$ cat config.mk
export PLATFORM = sky130hd
export DESIGN_NAME = sep_top
export DESIGN_NICKNAME = d
export VERILOG_FILES = /design/src/rtl/sep_pkg.sv /design/src/rtl/sep_top.sv
export VERILOG_INCLUDE_DIRS = /design/src /design/src/rtl
export SDC_FILE = /design/constraint.sdc
export NUM_CORES = 1
export LEC_CHECK = 0
export BUFFER_PORTS_ARGS = -buffer_cell sky130_fd_sc_hd__buf_2
export CAP_MARGIN = 25
export CORE_MARGIN = 10
export CORE_UTILIZATION = 50
export CTS_CLUSTER_DIAMETER = 40
export DETAILED_ROUTE_END_ITERATION = 16
export PLACE_DENSITY = 0.8
export SLEW_MARGIN = 0
export SYNTH_ARGS = -nofsm -noshare
export SYNTH_HDL_FRONTEND = slang
export SYNTH_SLANG_ARGS = --single-unit
$ cat constraint.sdc
create_clock -name SYS_CLK -period 2.85 [get_ports SYS_CLK]
set_input_delay 0.1425 -clock SYS_CLK [delete_from_list [all_inputs] [get_ports SYS_CLK]]
set_output_delay 0.1425 -clock SYS_CLK [all_outputs]
set_load 0.1 [all_outputs]
$ cat src/rtl/sep_params.svh
// constants of the serial eeprom protocol front end
// Summary of operation
// - reset leaves standby, deselected, latch and busy clear
// - reset keeps lock and protect bits untouched
// - select only after a select falling edge
// - select low active; standby when deselected, idle
// - paused: output off, input and clock ignored
// - pause starts/ends on pause edge, clock low
// - deselect in pause resets logic, keeps flags
// - complete write still launches on deselect
// - writes need clock count multiple of eight
// - data changes need write latch set first
// - release between final bit and next edge
// - final bit is opcode or data byte end
// - protect bits select protected address range
// - write-protect pin guards the protect bits
// - first byte after selection is opcode
// - unknown opcode ignores the rest of the frame
// - decode latch set/clear, status read/write
// - decode array read and array write
// - id read: A10 picks page or lock state
// - id write: A10 picks page write or lock
// - only address bits 14..0 are used
// - all bytes travel msb first
// - sample input on rise, drive on fall
// - output off while deselected
`ifndef SEP_PARAMS_SVH
`define SEP_PARAMS_SVH
`define SEP_OP_SET_WL   8'h06
`define SEP_OP_CLR_WL   8'h04
`define SEP_OP_STAT_RD  8'h05
`define SEP_OP_STAT_WR  8'h01
`define SEP_OP_ARR_RD   8'h03
`define SEP_OP_ARR_WR   8'h02
`define SEP_OP_ID_RD    8'h83
`define SEP_OP_ID_WR    8'h82
`define SEP_BASE_QUART  15'h6000
`define SEP_BASE_HALF   15'h4000
`define SEP_BASE_WHOLE  15'h0000
`define SEP_A10_BIT     10
`define SEP_LAST_BIT    3'h7
`define SEP_NB_OPCODE   3'h1
`define SEP_NB_STATUS   3'h2
`define SEP_NB_DATA     3'h4
`endif

$ cat src/rtl/sep_pkg.sv
// types shared by the serial eeprom protocol front end
`default_nettype none
package sep_pkg;
    typedef enum logic [2:0] {ST_OPCODE, ST_ADDR, ST_DATA, ST_STAT, ST_READ, ST_WAIT, ST_IGNORE} sep_state_t;
    typedef enum logic [3:0] {CMD_NONE, CMD_SET_WL, CMD_CLR_WL, CMD_STAT_RD, CMD_STAT_WR,
                              CMD_ARR_RD, CMD_ARR_WR, CMD_ID_RD, CMD_ID_WR} sep_cmd_t;
    typedef enum logic [1:0] {KIND_ARRAY, KIND_STATUS, KIND_ID_WRITE, KIND_ID_LOCK} sep_kind_t;
    typedef enum logic [1:0] {SPACE_ARRAY, SPACE_ID, SPACE_LOCK} sep_space_t;
endpackage
`default_nettype wire

$ cat src/rtl/sep_top.sv
// serial eeprom protocol front end with its read-data fifo
`include "sep_params.svh"
`default_nettype none

module sep_fifo #(
    parameter int WIDTH = 8,
    parameter int DEPTH = 8
) (
    input  wire logic             clk,
    input  wire logic             rst_n,
    input  wire logic             flush,
    input  wire logic             in_valid,
    output logic                  in_ready,
    input  wire logic [WIDTH-1:0] in_data,
    output logic                  out_valid,
    input  wire logic             out_ready,
    output logic      [WIDTH-1:0] out_data
);
    localparam int AW = $clog2(DEPTH);
    if (DEPTH < 2 || (1 << AW) != DEPTH) begin : g_bad_depth
        $error("fifo depth must be a power of two, at least 2");
    end
    logic [WIDTH-1:0] mem_ff [DEPTH];
    logic [AW:0]      wr_ptr_ff;
    logic [AW:0]      rd_ptr_ff;
    wire logic        full  = (wr_ptr_ff ^ rd_ptr_ff) == {1'b1, {AW{1'b0}}};
    wire logic        empty = wr_ptr_ff == rd_ptr_ff;
    wire logic        push  = in_valid & ~full;
    wire logic        pop   = out_ready & ~empty;
    assign in_ready  = ~full;
    assign out_valid = ~empty;
    assign out_data  = mem_ff[rd_ptr_ff[AW-1:0]];

    always_ff @(posedge clk or negedge rst_n) begin
        if (!rst_n) begin
            wr_ptr_ff <= '0;
            rd_ptr_ff <= '0;
        end else if (flush) begin
            wr_ptr_ff <= '0;
            rd_ptr_ff <= '0;
        end else begin
            if (push) wr_ptr_ff <= wr_ptr_ff + 1'b1;
            if (pop) rd_ptr_ff <= rd_ptr_ff + 1'b1;
        end
    end

    always_ff @(posedge clk) begin
        if (push) mem_ff[wr_ptr_ff[AW-1:0]] <= in_data;
    end
endmodule

module sep_top #(
    parameter bit HAS_ID_PAGE = 1'b1,
    parameter int RD_DEPTH    = 8
) (
    input  wire logic        SYS_CLK,
    input  wire logic        RESET_N,
    input  wire logic        SPI_CLK,
    input  wire logic        SPI_CS_N,
    input  wire logic        SPI_MOSI,
    input  wire logic        SPI_HOLD_N,
    input  wire logic        SPI_WP_N,
    output logic             SPI_MISO_O,
    output logic             SPI_MISO_OE,
    input  wire logic [2:0]  NV_STATUS,
    input  wire logic        ID_LOCKED,
    output logic      [14:0] ARR_ADDR,
    output var sep_pkg::sep_space_t ARR_SPACE,
    output logic             RD_ACTIVE,
    input  wire logic        RD_VALID,
    output logic             RD_READY,
    input  wire logic [7:0]  RD_DATA,
    output logic             WR_BYTE_VALID,
    output logic      [7:0]  WR_BYTE_DATA,
    output logic             COMMIT,
    output var sep_pkg::sep_kind_t COMMIT_KIND,
    input  wire logic        WRITE_DONE,
    output logic             WRITE_LATCH,
    output logic             BUSY,
    output logic             ACTIVE,
    output logic             STANDBY
);
    function automatic sep_pkg::sep_cmd_t sep_decode(input logic [7:0] op, input bit id_ok);
        sep_pkg::sep_cmd_t c;
        c = sep_pkg::CMD_NONE;
        if (op == `SEP_OP_SET_WL) c = sep_pkg::CMD_SET_WL;
        else if (op == `SEP_OP_CLR_WL) c = sep_pkg::CMD_CLR_WL;
        else if (op == `SEP_OP_STAT_RD) c = sep_pkg::CMD_STAT_RD;
        else if (op == `SEP_OP_STAT_WR) c = sep_pkg::CMD_STAT_WR;
        else if (op == `SEP_OP_ARR_RD) c = sep_pkg::CMD_ARR_RD;
        else if (op == `SEP_OP_ARR_WR) c = sep_pkg::CMD_ARR_WR;
        else if (id_ok && op == `SEP_OP_ID_RD) c = sep_pkg::CMD_ID_RD;
        else if (id_ok && op == `SEP_OP_ID_WR) c = sep_pkg::CMD_ID_WR;
        return c;
    endfunction

    function automatic logic sep_protected(input logic [1:0] bp, input logic [14:0] a);
        logic hit;
        hit = 1'b0;
        case (bp)
            2'h1: hit = a >= `SEP_BASE_QUART;
            2'h2: hit = a >= `SEP_BASE_HALF;
            2'h3: hit = a >= `SEP_BASE_WHOLE;
            default: hit = 1'b0;
        endcase
        return hit;
    endfunction

    // pins cross into SYS_CLK: {clk, cs_n, hold_n, mosi, wp_n}
    logic [4:0] s1_ff;
    logic [4:0] s2_ff;
    logic [2:0] prev_ff;
    always_ff @(posedge SYS_CLK or negedge RESET_N) begin
        if (!RESET_N) begin
            s1_ff   <= 5'h00;
            s2_ff   <= 5'h00;
            prev_ff <= 3'h0;
        end else begin
            s1_ff   <= {SPI_CLK, SPI_CS_N, SPI_HOLD_N, SPI_MOSI, SPI_WP_N};
            s2_ff   <= s1_ff;
            prev_ff <= s2_ff[4:2];
        end
    end
    wire logic sclk      = s2_ff[4];
    wire logic csn       = s2_ff[3];
    wire logic holdn     = s2_ff[2];
    wire logic mosi      = s2_ff[1];
    wire logic wpn       = s2_ff[0];
    wire logic sclk_rise = sclk & ~prev_ff[2];
    wire logic sclk_fall = ~sclk & prev_ff[2];
    // cs synchroniser resets low, so a pin held low from power-up never looks like an edge
    wire logic cs_fall   = ~csn & prev_ff[1];
    wire logic cs_rise   = csn & ~prev_ff[1];
    wire logic hold_fall = ~holdn & prev_ff[0];
    wire logic hold_rise = holdn & ~prev_ff[0];

    sep_pkg::sep_state_t state_ff;
    sep_pkg::sep_state_t nxt_state;
    sep_pkg::sep_cmd_t   cmd_ff;
    logic        armed_ff;
    logic        hold_ff;
    logic        nxt_hold;
    logic [7:0]  sr_ff;
    logic [2:0]  bit_ff;
    logic [2:0]  nbytes_ff;
    logic [15:0] addr_ff;
    logic [7:0]  out_sr_ff;
    logic [2:0]  obit_ff;
    logic        miso_ff;
    logic        wel_ff;
    logic        busy_ff;
    logic        rd_act_ff;
    logic        wrb_valid_ff;
    logic [7:0]  wrb_data_ff;
    logic        commit_ff;
    sep_pkg::sep_kind_t kind_ff;

    always_ff @(posedge SYS_CLK or negedge RESET_N) begin
        if (!RESET_N) armed_ff <= 1'b0;
        else if (cs_fall) armed_ff <= 1'b1;
    end
    wire logic sel = armed_ff & ~csn;

    always_comb begin
        nxt_hold = hold_ff;
        if (!sel) nxt_hold = 1'b0;
        else if (hold_fall & ~sclk) nxt_hold = 1'b1;
        else if (hold_rise & ~sclk) nxt_hold = 1'b0;
    end

    // clock edges seen while paused or ignoring leave the sequence position frozen
    wire logic live_rise = sel & ~hold_ff & sclk_rise & (state_ff != sep_pkg::ST_IGNORE);
    wire logic live_fall = sel & ~hold_ff & sclk_fall;
    wire logic [7:0] byte_in = {sr_ff[6:0], mosi};
    wire logic byte_done = live_rise & (bit_ff == `SEP_LAST_BIT);
    wire sep_pkg::sep_cmd_t dec = sep_decode(byte_in, HAS_ID_PAGE);
    wire logic is_read = (cmd_ff == sep_pkg::CMD_ARR_RD) | (cmd_ff == sep_pkg::CMD_ID_RD);
    wire logic reading = (state_ff == sep_pkg::ST_STAT) | (state_ff == sep_pkg::ST_READ);

    always_comb begin
        nxt_state = state_ff;
        if (!sel) begin
            nxt_state = sep_pkg::ST_OPCODE;
        end else begin
            case (state_ff)
                sep_pkg::ST_OPCODE: begin
                    if (byte_done) begin
                        case (dec)
                            sep_pkg::CMD_NONE: nxt_state = sep_pkg::ST_IGNORE;
                            sep_pkg::CMD_SET_WL, sep_pkg::CMD_CLR_WL: nxt_state = sep_pkg::ST_WAIT;
                            sep_pkg::CMD_STAT_RD: nxt_state = sep_pkg::ST_STAT;
                            sep_pkg::CMD_STAT_WR: nxt_state = sep_pkg::ST_DATA;
                            default: nxt_state = sep_pkg::ST_ADDR;
                        endcase
                    end
                end
                sep_pkg::ST_ADDR: begin
                    if (byte_done && nbytes_ff == 3'h2) begin
                        nxt_state = is_read ? sep_pkg::ST_READ : sep_pkg::ST_DATA;
                    end
                end
                default: nxt_state = state_ff;
            endcase
        end
    end

    always_ff @(posedge SYS_CLK or negedge RESET_N) begin
        if (!RESET_N) begin
            state_ff <= sep_pkg::ST_OPCODE;
            hold_ff  <= 1'b0;
            cmd_ff   <= sep_pkg::CMD_NONE;
        end else begin
            state_ff <= nxt_state;
            hold_ff  <= nxt_hold;
            if (!sel) cmd_ff <= sep_pkg::CMD_NONE;
            else if (state_ff == sep_pkg::ST_OPCODE && byte_done) cmd_ff <= dec;
        end
    end

    // bit and byte counters; deselect clears them, bit count wraps, byte count saturates at four
    always_ff @(posedge SYS_CLK or negedge RESET_N) begin
        if (!RESET_N) begin
            sr_ff     <= 8'h00;
            bit_ff    <= 3'h0;
            nbytes_ff <= 3'h0;
            addr_ff   <= 16'h0000;
        end else if (!sel) begin
            bit_ff    <= 3'h0;
            nbytes_ff <= 3'h0;
        end else if (live_rise) begin
            sr_ff  <= byte_in;
            bit_ff <= bit_ff + 3'h1;
            if (byte_done && nbytes_ff != `SEP_NB_DATA) nbytes_ff <= nbytes_ff + 3'h1;
            if (byte_done && state_ff == sep_pkg::ST_ADDR && nbytes_ff == 3'h1) addr_ff[15:8] <= byte_in;
            if (byte_done && state_ff == sep_pkg::ST_ADDR && nbytes_ff == 3'h2) addr_ff[7:0] <= byte_in;
        end
    end
    assign ARR_ADDR  = addr_ff[14:0];
    assign ARR_SPACE = (cmd_ff != sep_pkg::CMD_ID_RD) ? sep_pkg::SPACE_ARRAY :
                       (addr_ff[`SEP_A10_BIT] ? sep_pkg::SPACE_LOCK : sep_pkg::SPACE_ID);

    // read data: the array fills the fifo ahead of the slow serial drain
    logic       fifo_valid;
    logic [7:0] fifo_data;
    wire logic  load_byte = live_fall & reading & (obit_ff == 3'h0);
    wire logic  pop       = load_byte & (state_ff == sep_pkg::ST_READ);
    // lock and protect bits live outside and pass through, so reset never disturbs them
    wire logic [7:0] stat_byte = {NV_STATUS[2], 3'h0, NV_STATUS[1:0], wel_ff, busy_ff};
    wire logic [7:0] next_out = (state_ff == sep_pkg::ST_STAT) ? stat_byte :
                                (fifo_valid ? fifo_data : 8'h00);

    sep_fifo #(
        .WIDTH (8),
        .DEPTH (RD_DEPTH)
    ) u_rd_fifo (
        .clk       (SYS_CLK),
        .rst_n     (RESET_N),
        .flush     (~sel),
        .in_valid  (RD_VALID & rd_act_ff),
        .in_ready  (RD_READY),
        .in_data   (RD_DATA),
        .out_valid (fifo_valid),
        .out_ready (pop),
        .out_data  (fifo_data)
    );

    always_ff @(posedge SYS_CLK or negedge RESET_N) begin
        if (!RESET_N) begin
            out_sr_ff <= 8'h00;
            obit_ff   <= 3'h0;
            miso_ff   <= 1'b0;
            rd_act_ff <= 1'b0;
        end else begin
            rd_act_ff <= nxt_state == sep_pkg::ST_READ;
            if (!sel) begin
                obit_ff <= 3'h0;
            end else if (live_fall && reading) begin
                obit_ff <= obit_ff + 3'h1;
                if (load_byte) begin
                    miso_ff   <= next_out[7];
                    out_sr_ff <= {next_out[6:0], 1'b0};
                end else begin
                    miso_ff   <= out_sr_ff[7];
                    out_sr_ff <= {out_sr_ff[6:0], 1'b0};
                end
            end
        end
    end
    assign RD_ACTIVE   = rd_act_ff;
    assign SPI_MISO_O  = miso_ff;
    assign SPI_MISO_OE = sel & ~hold_ff & reading;

    // execution happens only on release, and only on a byte boundary
    wire logic boundary = cs_rise & armed_ff & (bit_ff == 3'h0);
    wire logic prot_hit = sep_protected(NV_STATUS[1:0], addr_ff[14:0]);
    wire logic sr_locked = NV_STATUS[2] & ~wpn;
    wire logic go_set = boundary & (cmd_ff == sep_pkg::CMD_SET_WL) & (nbytes_ff == `SEP_NB_OPCODE);
    wire logic go_clr = boundary & (cmd_ff == sep_pkg::CMD_CLR_WL) & (nbytes_ff == `SEP_NB_OPCODE);
    wire logic wr_ok  = boundary & wel_ff & ~busy_ff;
    wire logic go_sr  = wr_ok & (cmd_ff == sep_pkg::CMD_STAT_WR) & (nbytes_ff == `SEP_NB_STATUS) & ~sr_locked;
    wire logic go_arr = wr_ok & (cmd_ff == sep_pkg::CMD_ARR_WR) & (nbytes_ff == `SEP_NB_DATA) & ~prot_hit;
    wire logic go_id  = wr_ok & (cmd_ff == sep_pkg::CMD_ID_WR) & (nbytes_ff == `SEP_NB_DATA) & ~ID_LOCKED;
    wire logic go_wr  = go_sr | go_arr | go_id;
    wire sep_pkg::sep_kind_t go_kind = go_sr ? sep_pkg::KIND_STATUS : go_arr ? sep_pkg::KIND_ARRAY :
                                       (addr_ff[`SEP_A10_BIT] ? sep_pkg::KIND_ID_LOCK : sep_pkg::KIND_ID_WRITE);

    always_ff @(posedge SYS_CLK or negedge RESET_N) begin
        if (!RESET_N) begin
            wel_ff       <= 1'b0;
            busy_ff      <= 1'b0;
            commit_ff    <= 1'b0;
            kind_ff      <= sep_pkg::KIND_ARRAY;
            wrb_valid_ff <= 1'b0;
            wrb_data_ff  <= 8'h00;
        end else begin
            if (go_set) wel_ff <= 1'b1;
            else if (go_clr || WRITE_DONE) wel_ff <= 1'b0;
            // a write launched in the same cycle as a completion keeps busy set
            if (go_wr) busy_ff <= 1'b1;
            else if (WRITE_DONE) busy_ff <= 1'b0;
            commit_ff    <= go_wr;
            if (go_wr) kind_ff <= go_kind;
            wrb_valid_ff <= byte_done & (state_ff == sep_pkg::ST_DATA);
            if (byte_done && state_ff == sep_pkg::ST_DATA) wrb_data_ff <= byte_in;
        end
    end
    assign WRITE_LATCH   = wel_ff;
    assign BUSY          = busy_ff;
    assign COMMIT        = commit_ff;
    assign COMMIT_KIND   = kind_ff;
    assign WR_BYTE_VALID = wrb_valid_ff;
    assign WR_BYTE_DATA  = wrb_data_ff;
    assign ACTIVE        = sel;
    assign STANDBY       = ~sel & ~busy_ff;
endmodule

`default_nettype wire

==> impl_metrics.tcl <==
set metrics [dict create \
    status "complete, no violations" \
    cp.required_ns 3.16 \
    synth_top_family_by_area "simple AND/OR/NAND/NOR gates" \
    dr.first_iter.drc_count 467 \
    max_slew_margin_pct 40.5 \
    fin_cells 754 \
    grt_setup_unrepaired "no" \
    met2_usage_pct 25.6 \
    synthTopCellsByArea "dfrtp_1 (32%), edfxtp_1 (30%), mux4_2 (5.6%), mux2_2 (5.2%), nand2_1 (2.8%)" \
    drt_pass1_iterations 5 \
    first_global_vias 4462 \
    setup_ws_ns 0.358 \
    synthDistinctLibCells 62 \
    post-cts-setup-buffers 0 \
    synthAdderAreaFrac_pct 2.12 \
    p_total_mw 4.82 \
    dp.cells 706 \
    hold_viol 0 \
    num_antenna_cells 0 \
    synth_top_area_cell "dfrtp_1" \
    dp_hpwl_microns 9460 \
    fin_crit_sh_pct 87.4 \
    synth-async-reset-ratio_pct 56.8 \
    setup_tns_ns 0 \
    grt_use_total_pct 16.6 \
    dieHeight_microns 134 \
    vdd_ir_drop_max_mv 0.504 \
    grt_busiest_layer "met2" \
    start_util_pct 51.2 \
    ys_seq_area_share_pct 62.0 \
    start_kind "flop" \
    cts_sinks 148 \
    htreeDepth 4 \
    synth_xor_area_share_pct 1.22 \
    core_region_area_sq_um 12700 \
    hold_class "in2reg" \
    syn-cell-area_sq_um 6490 \
    synth_fp_nets 517 \
    wl_microns 14200 \
    die_w_microns 134 \
    grt_remaining_overflow 0 \
    wire_per_inst_microns 18.9 \
    synth_flop_cell "dfrtp_1" \
    dr_total_vias 4323 \
    fin_worst_skew_ns 0.00892 \
    slew_viol_final 0 \
    ant_nets 0 \
    final_nets 601 \
    crit_fanout 9 \
    die_area_sq_um 17900 \
    met3_usage_pct 5.41 \
    cts_inserted_buffers 17 \
    synth.most_common_cell "dfrtp_1" \
    cts_tree "done" \
    fin_util_pct 61.7 \
    cap_violations 0 \
    end_kind "flop" \
    grt_first_pass_wirelength_microns 23500 \
    drt-vias-per-instance 5.73 \
    synth.mux.area_fraction_pct 11.8 \
    tightest_slew_ns 0.892 \
    num_io_pins 58 \
    synth_top_area_share_pct 32.4 \
    yosys_warnings 0 \
    use_met1_pct 21.2 \
    synth_compound_area_share_pct 7.43 \
    antenna_found_initial 0 \
    drc 0 \
    place_congestion 0.850 \
    max_freq_ghz 0.401 \
    grt_start_max_net_pins 85 \
    cts_buffer_depth 2 \
    drive_gt1_share_pct 28.5 \
    worstSetupPathType "reg2reg" \
    min_period_ns 2.49 \
    synth_simple_gate_area_share_pct 12.7 \
    syn_area_per_cell_sq_um 13.4 \
    ys_seq_elements 148 \
    worst_hold_slack_ns 0.0133 \
    clk_latency_ns 0.43 \
    num_rows 41 \
    finalSetupViolCount 0 \
    fin_area_sq_um 7820 \
    yosys-top-cells-count "dfrtp_1 (84), edfxtp_1 (64), nand2_1 (48)" \
    path_clk_slew_ns 0.06 \
    p_leak_nw 3.30 \
    critical_path_arrival_ns 2.80 \
    synth_edf_count 64 \
    clock-root-buffer "clkbuf_16" \
    area_delta_synth_final_pct 20.5 \
    pre_cts_slack_ns 0.444 \
    place_area_sq_um 7040 \
    power.density_nw_per_um2 616 \
    numPortBuffers 57 \
    postSynthCellCount 485 \
]
==> layer usage <==
layer  wire length [microns]  part of all wire [%]
met1                    6260                    44
met2                    6870                    48
met3                     777                   5.5
met4                     306                   2.2
met5                       0                     0
==> power breakdown <==
group          internal, mW  leakage, nW  switching, mW
combinational        0.0834         1.31          0.145
sequential             2.27         1.69         0.0657
clock                  1.39        0.299          0.868
==> cell type report <==
type	count	area [sq um]
Tap cell	172	215
Clock buffer	21	482
Fill cell	919	4850
Sequential cell	148	4020
Inverter	18	67.6
Clock inverter	11	120
Timing Repair Buffer	92	608
Multi-Input combinational cell	292	2300
==> worst max-delay path, cell delays in order, from the launching register on <==
cell,delay [ns]
dfrtp_1,0.40
ha_1,0.17
ha_1,0.27
nor4b_1,0.44
nand3_1,0.20
or3_1,0.54
mux2_2,0.36
==> final timing paths <==
path	startpoint	end	slack, ns	cells after the start
worst max-delay path	bit_ff[0]	WR_BYTE_DATA[4]	0.36	6
worst min register to register	s1_ff[4]	s2_ff[4]	0.35	0
worst max register to register	bit_ff[0]	WR_BYTE_DATA[4]	0.36	6
max in group asynchronous	RESET_N	s2_ff[3]	2.09	3
min in group asynchronous	RESET_N	BUSY	0.17	2
worst min-delay path	RD_DATA[0]	u_rd_fifo.mem_ff[4][0]	0.01	1
==> sequential cells by signal, summed over array words and instances, names as in the netlist <==
name                 cells
WRITE_LATCH              1
s1_ff                    5
out_sr_ff                7
WR_BYTE_VALID            1
u_rd_fifo.mem_ff        64
bit_ff                   3
COMMIT                   1
state_ff                 3
BUSY                     1
nbytes_ff                3
s2_ff                    5
addr_ff                 15
armed_ff                 1
cmd_ff                   4
u_rd_fifo.rd_ptr_ff      4
obit_ff                  3
prev_ff                  3
hold_ff                  1
sr_ff                    7
SPI_MISO_O               1
u_rd_fifo.wr_ptr_ff      4
RD_ACTIVE                1
COMMIT_KIND              2
WR_BYTE_DATA             8
==> timing repair <==
item / CTS / global route
hold endpoints to repair: 147 / 0
hold buffers: 15 / 0
gates resized for setup: 0 / 0
==> kinds of logic (layout without fill, tap and decap cells) <==
group                      Yosys count  count (layout)
adders and majority gates           11              11
and+or+nand+nor                    154             154
muxes                               53              53
AOI/OAI and AO/OA                   65              65
buffers and inverters               45             142
xor gates and xnor gates             9               9
DFF                                148             148
==> placed cells by master (no fill, tap or decap), drive strengths merged, types with 3 or more instances in the layout <==
master and count:
inv 21, buf 77, nor4 4, dlygate4sd3 15, nand4 8, o21ai 7, nand2b 15, or3b 3
mux2 30, a21oi 12, dfrtp 84, and3 5, clkinv 5, ha 11, nand3b 3, o41ai 3
o31ai 9, clkbuf 21, nand3 13, nor2 22, mux2i 7, edfxtp 64, a31oi 9, xnor2 4
nor2b 8, nand2 48, xor2 5, mux4 16, or4 3, nor3 5, nor4b 4
Power figures use the tool's default switching activity.
